[src/cpucrs_pkg.sv]
// Constants, types and decode helpers for the core register set
package cpucrs_pkg;
  localparam int DW  = 8;
  localparam int PCW = 16;
  localparam int RSW = 9;
  localparam int PROG_BYTES = 8192;
  localparam int PROG_AW    = 13;

  localparam logic [DW-1:0]  F_RST   = 8'h02;
  localparam logic [DW-1:0]  ACC_RST = 8'h00;
  localparam logic [DW-1:0]  X_RST   = 8'h00;
  localparam logic [DW-1:0]  SP_RST  = 8'h00;
  localparam logic [PCW-1:0] PC_RST  = 16'h0000;
  localparam logic [PCW-1:0] PC_ONE  = 16'h0001;

  localparam int F_GIE   = 0;
  localparam int F_ZERO  = 1;
  localparam int F_CARRY = 2;
  localparam int F_SUPER = 3;
  localparam int F_BANK  = 4;
  // Software may touch bank, carry, zero and interrupt enable only
  localparam logic [DW-1:0] F_WMASK = 8'h17;
  localparam logic [DW-1:0] F_IMPL  = 8'h1F;
  localparam logic [DW-1:0] ZERO8   = 8'h00;

  localparam logic [RSW-1:0] RS_ADDR_F   = 9'h0F7;
  localparam logic [RSW-1:0] RS_EXT_BASE = 9'h100;

  localparam logic [DW-1:0] SP_STEP1 = 8'h01;
  localparam logic [DW-1:0] SP_STEP2 = 8'h02;
  localparam logic [DW-1:0] SP_STEP3 = 8'h03;

  typedef enum logic [2:0] {
    SP_HOLD, SP_PUSH, SP_POP, SP_CALL, SP_RET, SP_RETI, SP_SWAP, SP_ADD
  } cpucrs_sp_op_e;

  function automatic logic is_flags_addr(input logic [RSW-1:0] a);
    return a == RS_ADDR_F;
  endfunction

  function automatic logic is_ext_addr(input logic [RSW-1:0] a);
    return a >= RS_EXT_BASE;
  endfunction
endpackage

[src/cpucrs_flags.sv]
// Flags register with protected supervisory bit
`timescale 1ns/1ns
module cpucrs_flags
  import cpucrs_pkg::*;
(
  input  wire logic          clk,
  input  wire logic          rst_n,
  input  wire logic          alu_upd,
  input  wire logic [DW-1:0] alu_res,
  input  wire logic          alu_cy,
  input  wire logic          f_or,
  input  wire logic          f_and,
  input  wire logic [DW-1:0] f_imm,
  input  wire logic          f_rest,
  input  wire logic [DW-1:0] f_rest_val,
  input  wire logic          sup_enter,
  input  wire logic          sup_exit,
  output logic      [DW-1:0] flags_q
);
  logic [DW-1:0] flags_d;
  logic [DW-1:0] sw_val;

  always_comb begin
    flags_d = flags_q;
    sw_val  = flags_q;
    if (alu_upd) begin
      flags_d[F_ZERO]  = (alu_res == ZERO8);
      flags_d[F_CARRY] = alu_cy;
    end
    if (f_or) begin
      sw_val = flags_q | f_imm;
    end else if (f_and) begin
      sw_val = flags_q & f_imm;
    end else if (f_rest) begin
      sw_val = f_rest_val;
    end
    // Super bit never taken from software data
    if (f_or || f_and || f_rest) begin
      flags_d = (flags_d & ~F_WMASK) | (sw_val & F_WMASK);
    end
    if (sup_enter) begin
      flags_d[F_SUPER] = 1'b1;
    end else if (sup_exit) begin
      flags_d[F_SUPER] = 1'b0;
    end
    flags_d = flags_d & F_IMPL;
  end

  always_ff @(posedge clk) begin
    if (!rst_n) begin
      flags_q <= F_RST;
    end else begin
      flags_q <= flags_d;
    end
  end
endmodule

[src/cpucrs_sp.sv]
// Stack pointer with stack-instruction stepping
`timescale 1ns/1ns
module cpucrs_sp
  import cpucrs_pkg::*;
(
  input  wire logic          clk,
  input  wire logic          rst_n,
  input  cpucrs_sp_op_e      sp_op,
  input  wire logic [DW-1:0] sp_wdata,
  output logic      [DW-1:0] sp_q
);
  logic [DW-1:0] sp_d;

  // Stack grows upward; calls push two address bytes
  always_comb begin
    sp_d = sp_q;
    case (sp_op)
      SP_PUSH: sp_d = sp_q + SP_STEP1;
      SP_POP:  sp_d = sp_q - SP_STEP1;
      SP_CALL: sp_d = sp_q + SP_STEP2;
      SP_RET:  sp_d = sp_q - SP_STEP2;
      SP_RETI: sp_d = sp_q - SP_STEP3;
      SP_SWAP: sp_d = sp_wdata;
      SP_ADD:  sp_d = sp_q + sp_wdata;
      default: sp_d = sp_q;
    endcase
  end

  always_ff @(posedge clk) begin
    if (!rst_n) begin
      sp_q <= SP_RST;
    end else begin
      sp_q <= sp_d;
    end
  end
endmodule

[src/cpucrs_top.sv]
// Core working register set: PC, A, X, SP, flags and flags read port
`timescale 1ns/1ns
module cpucrs_top
  import cpucrs_pkg::*;
(
  input  wire logic           clk,
  input  wire logic           rst_n,
  input  wire logic           pc_inc,
  input  wire logic           pc_load,
  input  wire logic [PCW-1:0] pc_load_val,
  input  wire logic           pc_rel,
  input  wire logic [DW-1:0]  pc_rel_off,
  input  wire logic           acc_we,
  input  wire logic [DW-1:0]  acc_wdata,
  input  wire logic           x_we,
  input  wire logic [DW-1:0]  x_wdata,
  input  cpucrs_sp_op_e       sp_op,
  input  wire logic [DW-1:0]  sp_wdata,
  input  wire logic           alu_upd,
  input  wire logic [DW-1:0]  alu_res,
  input  wire logic           alu_cy,
  input  wire logic           f_or,
  input  wire logic           f_and,
  input  wire logic [DW-1:0]  f_imm,
  input  wire logic           f_rest,
  input  wire logic [DW-1:0]  f_rest_val,
  input  wire logic           sup_enter,
  input  wire logic           sup_exit,
  input  wire logic           ix_req,
  input  wire logic [DW-1:0]  ix_base,
  input  wire logic           rs_rd,
  input  wire logic [RSW-1:0] rs_addr,
  output logic      [DW-1:0]  pc_high_q,
  output logic      [DW-1:0]  pc_low_q,
  output logic      [PROG_AW-1:0] prog_addr_q,
  output logic                pc_in_range_q,
  output logic      [DW-1:0]  acc_q,
  output logic      [DW-1:0]  x_q,
  output logic      [DW-1:0]  sp_q,
  output logic      [DW-1:0]  flags_q,
  output logic                irq_enable_q,
  output logic                sup_mode_q,
  output logic      [DW-1:0]  ix_addr_q,
  output logic                ix_valid_q,
  output logic      [DW-1:0]  rs_rdata_q,
  output logic                rs_hit_q,
  output logic                rs_ext_grant_q,
  output logic                rs_ext_block_q
);
  logic [PCW-1:0] pc_q;
  logic [PCW-1:0] pc_d;
  logic [PCW-1:0] rel_ext;
  logic [DW-1:0]  acc_d;
  logic [DW-1:0]  ix_sum;
  logic [DW-1:0]  flags_d;
  logic           rs_f;
  logic           rs_x;

  assign rel_ext = {{(PCW-DW){pc_rel_off[DW-1]}}, pc_rel_off};
  assign ix_sum  = ix_base + x_q;
  assign rs_f    = is_flags_addr(rs_addr);
  assign rs_x    = is_ext_addr(rs_addr);

  // Flags live in their own unit; the copy here feeds the read port
  cpucrs_flags u_flags (
    .clk        (clk),
    .rst_n      (rst_n),
    .alu_upd    (alu_upd),
    .alu_res    (alu_res),
    .alu_cy     (alu_cy),
    .f_or       (f_or),
    .f_and      (f_and),
    .f_imm      (f_imm),
    .f_rest     (f_rest),
    .f_rest_val (f_rest_val),
    .sup_enter  (sup_enter),
    .sup_exit   (sup_exit),
    .flags_q    (flags_d)
  );

  cpucrs_sp u_sp (
    .clk      (clk),
    .rst_n    (rst_n),
    .sp_op    (sp_op),
    .sp_wdata (sp_wdata),
    .sp_q     (sp_q)
  );

  // Program counter: load beats relative branch beats increment
  always_comb begin
    pc_d = pc_q;
    if (pc_load) begin
      pc_d = pc_load_val;
    end else if (pc_rel) begin
      pc_d = pc_q + rel_ext;
    end else if (pc_inc) begin
      pc_d = pc_q + PC_ONE;
    end
  end

  always_ff @(posedge clk) begin
    if (!rst_n) begin
      pc_q <= PC_RST;
    end else begin
      pc_q <= pc_d;
    end
  end

  // Byte views and fetch address registered alongside the counter
  always_ff @(posedge clk) begin
    if (!rst_n) begin
      pc_high_q     <= PC_RST[PCW-1:DW];
      pc_low_q      <= PC_RST[DW-1:0];
      prog_addr_q   <= PC_RST[PROG_AW-1:0];
      pc_in_range_q <= 1'b1;
    end else begin
      pc_high_q     <= pc_d[PCW-1:DW];
      pc_low_q      <= pc_d[DW-1:0];
      prog_addr_q   <= pc_d[PROG_AW-1:0];
      pc_in_range_q <= (pc_d < PCW'(PROG_BYTES));
    end
  end

  // Swap with SP hands the old SP to A in the same cycle unless acc_we also writes A
  always_comb begin
    acc_d = acc_q;
    if (acc_we) begin
      acc_d = acc_wdata;
    end else if (sp_op == SP_SWAP) begin
      acc_d = sp_q;
    end
  end

  always_ff @(posedge clk) begin
    if (!rst_n) begin
      acc_q <= ACC_RST;
    end else begin
      acc_q <= acc_d;
    end
  end

  always_ff @(posedge clk) begin
    if (!rst_n) begin
      x_q <= X_RST;
    end else if (x_we) begin
      x_q <= x_wdata;
    end
  end

  // Effective address wraps in eight bits, as the data space does
  always_ff @(posedge clk) begin
    if (!rst_n) begin
      ix_addr_q  <= ZERO8;
      ix_valid_q <= 1'b0;
    end else begin
      ix_valid_q <= ix_req;
      if (ix_req) begin
        ix_addr_q <= ix_sum;
      end
    end
  end

  always_ff @(posedge clk) begin
    if (!rst_n) begin
      flags_q      <= F_RST;
      irq_enable_q <= F_RST[F_GIE];
      sup_mode_q   <= F_RST[F_SUPER];
    end else begin
      flags_q      <= flags_d;
      irq_enable_q <= flags_d[F_GIE];
      sup_mode_q   <= flags_d[F_SUPER];
    end
  end

  // Only the flags answer here; other core registers stay unmapped
  always_ff @(posedge clk) begin
    if (!rst_n) begin
      rs_rdata_q     <= ZERO8;
      rs_hit_q       <= 1'b0;
      rs_ext_grant_q <= 1'b0;
      rs_ext_block_q <= 1'b0;
    end else begin
      rs_hit_q       <= rs_rd && rs_f;
      rs_ext_grant_q <= rs_rd && rs_x && flags_q[F_BANK];
      rs_ext_block_q <= rs_rd && rs_x && !flags_q[F_BANK];
      if (rs_rd && rs_f) begin
        rs_rdata_q <= flags_q;
      end else if (rs_rd) begin
        rs_rdata_q <= ZERO8;
      end
    end
  end
endmodule

[config.mk]
export PLATFORM = sky130hd
export DESIGN_NAME = cpucrs_top
export DESIGN_NICKNAME = d
export VERILOG_FILES = /design/src/cpucrs_pkg.sv /design/src/cpucrs_flags.sv /design/src/cpucrs_sp.sv /design/src/cpucrs_top.sv
export SDC_FILE = /design/constraint.sdc
export NUM_CORES = 1
export LEC_CHECK = 0
export BUFFER_PORTS_ARGS = -buffer_cell sky130_fd_sc_hd__buf_4
export CORE_ASPECT_RATIO = 0.8
export CORE_UTILIZATION = 45
export CTS_CLUSTER_SIZE = 8
export DETAILED_ROUTE_END_ITERATION = 10
export PLACE_DENSITY_LB_ADDON = 0.25
export SYNTH_ARGS = -nofsm -noshare
export SYNTH_HDL_FRONTEND = slang
export SYNTH_SLANG_ARGS = --single-unit
[constraint.sdc]
create_clock -name clk -period 2.7 [get_ports clk]
set_clock_uncertainty 0.2 [all_clocks]
set_input_delay 0.135 -clock clk [delete_from_list [all_inputs] [get_ports clk]]
set_output_delay 0.135 -clock clk [all_outputs]
set_load 0.01 [all_outputs]
==> impl_metrics.yaml <==
yosys:
  ys_seq_elements: 68
  syn_inst: 614
  synth.avg_cell_area_um2: 8.04
  synth_cell_type_count: 67
  synth_edf_count: 0
  synth_ff_type: "dfxtp_1"
  async_flop_share_pct: 0
  synth_area_um2: 4930
  yosysSeqAreaShare_pct: 27.6
  yosys_warnings: 0
place:
  hpwl_mm: 11.0
  io_buffer_count: 177
  dpl_cell_area_um2: 6400
  gp_congestion: 0.893
route:
  drc_errors: 0
  drtIter0Drc: 455
  ant_nets: 0
  wl_per_cell_um: 16.4
  via_per_inst: 5.53
  firstDrtPassIters: 5
  vias: 5595
  routed_wl_mm: 16.6
timing:
  slew_viol_final: 0
  period_minus_slack_ns: 2.68
  max_freq_mhz: 374
  final-hold-violation-count: 0
  rsz0062_at_grt: "yes"
  relSlewSlack_pct: 53.7
  worst_slew_pin_slew_ns: 0.689
  setup_viol: 0
  finalCritPeriodShare_pct: 99.1
grt:
  grt_overflow: 0
  grt_pass1_wl_mm: 25.9
  grt_pass1_vias: 5365
  antenna_found_initial: 0
  grtUsageTotal_pct: 28.6
  grt_max_degree: 29
power_and_ir_drop:
  p_leak_nw: 3.51
  p_sw_share_pct: 31.9
  powerDensity_nw_per_um2: 488
  clock_power_share_pct: 33.2
  internal_power_mw: 2.53
  p_sw_mw: 1.18
  worst_ir_drop_vdd_mv: 0.373
  p_seq_share_pct: 31.4
  combPwrFrac_pct: 35.4
job:
  maxCapViolCount: 0
floorplan:
  std_cell_rows: 33
  dieWidth_um: 119
  dieArea_um2: 11400
  core_area_um2: 10400
  die_h_um: 95.7
  io_pins: 192
  start_util_pct: 47.2
cts:
  clkTransAtPathRegs_ns: 0.06
  cts_sinks: 68
  cts-buffers-inserted: 9
  cts_tree: "done"
  cts_buffer_depth: 2
  h-tree-depth: 3
  cts-root-buf: "clkbuf_16"
  clk_latency_ns: 0.33
cells_and_area:
  layout_commonest_cell: "buf_4"
  area_delta_synth_final_pct: 54.2
  fin_area_um2: 7610
  final_util_pct: 72.9
  nNetsFinal: 1014
  drive_gt1_share_pct: 30.0
  diodes: 0
  final_cell_mix: "buf_4, dlygate4sd3_1, dfxtp_1, nor2_1, a21oi_1"
hold_path:
  min_path_type: "primary input to register"
critical_path:
  worstPathRequired_ns: 2.71
  path_class: "primary input to register"
  worst_setup_path_end_kind: "register"
  startpoint_type: "primary input"
  regToRegSetupSlack_ns: 0.08
  critPathMaxFanout: 4
  worstPathArrival_ns: 2.68
status:
  status: "finished, final reports clean"
[area by class of cell]
class	count	area, um^2
Multi-Input combinational cell	474	3310
Fill cell	780	2840
Timing Repair Buffer	287	2350
Sequential cell	68	1360
Clock buffer	11	253
Tap cell	140	175
Inverter	27	101
Clock inverter	5	60.1
[power by group through the flow]
stage	clock, mW	sequential, mW	combinational [mW]
2_1_floorplan	0	1.21	0.671
3_3_place_gp	0	1.18	1.10
3_5_place_dp	0	1.18	1.13
4_1_cts	1.24	1.16	1.24
5_1_grt	1.29	1.18	1.42
6_report	1.23	1.17	1.31
[synthesized netlist by cell type, drive strengths merged, types with 4 or more instances]
master	n	area share [%]
o21a	5	0.76
nand3b	4	0.61
nor2b	13	1.6
and2	6	0.76
nand4	4	0.51
xor2	16	2.8
clkbuf	19	1.4
and3	4	0.51
nor4	4	0.63
nor3	7	0.81
dfxtp	68	28
nand3	21	2.2
ha	35	8.9
a21o	12	1.8
nand2b	13	1.6
o21ai	30	3.1
buf	31	4.0
o221ai	4	0.71
or3	8	1.0
o211ai	6	1.0
a22o	6	1.1
a221oi	12	2.5
o22ai	6	0.76
a22oi	5	0.76
a211oi	9	1.5
xnor2	25	4.4
fa	4	1.6
a31oi	4	0.51
a21oi	62	6.4
mux2i	15	3.0
nand2	35	2.7
inv	25	1.9
nor2	65	5.1
[sequential cells by signal, summed over array words and instances (netlist names)]
| signal | count |
|---|---|
| u_flags.flags_q | 5 |
| rs_ext_block_q | 1 |
| ix_addr_q | 8 |
| acc_q | 8 |
| pc_q | 16 |
| u_sp.sp_q | 8 |
| x_q | 8 |
| rs_ext_grant_q | 1 |
| pc_in_range_q | 1 |
| rs_hit_q | 1 |
| ix_valid_q | 1 |
| flags_q | 5 |
| rs_rdata_q | 5 |
[path summary, 6_finish.rpt]
check	from	end	cells past startpoint
max reg2reg	pc_q[1]$_SDFFE_PN0P_	pc_q[15]$_SDFF_PN0_	10
min	f_imm[2]	u_flags.flags_q[2]$_SDFFE_PN0P_	5
max	sp_wdata[2]	u_sp.sp_q[6]$_SDFFE_PN0P_	14
min reg2reg	u_flags.flags_q[4]$_SDFFE_PN0N_	flags_q[4]$_SDFF_PN0_	1
[what timing repair did]
action / CTS / global route
hold endpoints to repair: 56 / 0
hold buffers: 78 / 0
gates resized for setup: 0 / 23
endpoints found under the setup margin: 0 / 8
buffers inserted: 0 / 4
[routing by layer]
layer  wire length, um  GRT usage (%)  vias up
met3              1250           7.12       31
met2              8060           49.0      260
met1              7030           35.1     2623
met5                 0              0        -
li1                  -              -     2681
met4               277           9.92        0
[critical path, stage by stage]
cell	delay, ns
dlygate4sd3_1	0.54
buf_4	0.14
nor2b_1	0.09
o21ai_0	0.08
ha_1	0.39
nor2b_4	0.16
o21ai_1	0.13
nand2b_1	0.09
and2_4	0.17
o21ai_2	0.16
nand2b_1	0.11
mux2_2	0.28
o22ai_2	0.13
o22ai_2	0.10
[per-stage QoR]
step	power [mW]	setup slack [ns]	hold WS, ns	std cells	TNS [ns]
6_report	3.71	0.0238	0.0325	1012	0
5_1_grt	3.89	-0.0615	0.0496	1012	-0.151
4_1_cts	3.65	0.0171	0.0202	1008	0
3_5_place_dp	2.31	0.00922	0.175	914	0
3_3_place_gp	2.28	0.0951	0.149	914	0
2_1_floorplan	1.88	0.0117	0.0524	619	0
[logic make-up after synthesis]
family          synth area share (%)
compound gates                  23.8
xor+xnor                        7.28
fa+ha+maj                       10.5
buf+inv                         7.48
flops                           27.6
mux                             3.50
other cells                   0.0760
simple gates                    19.8
No activity file was read; power rests on OpenSTA's default activity.
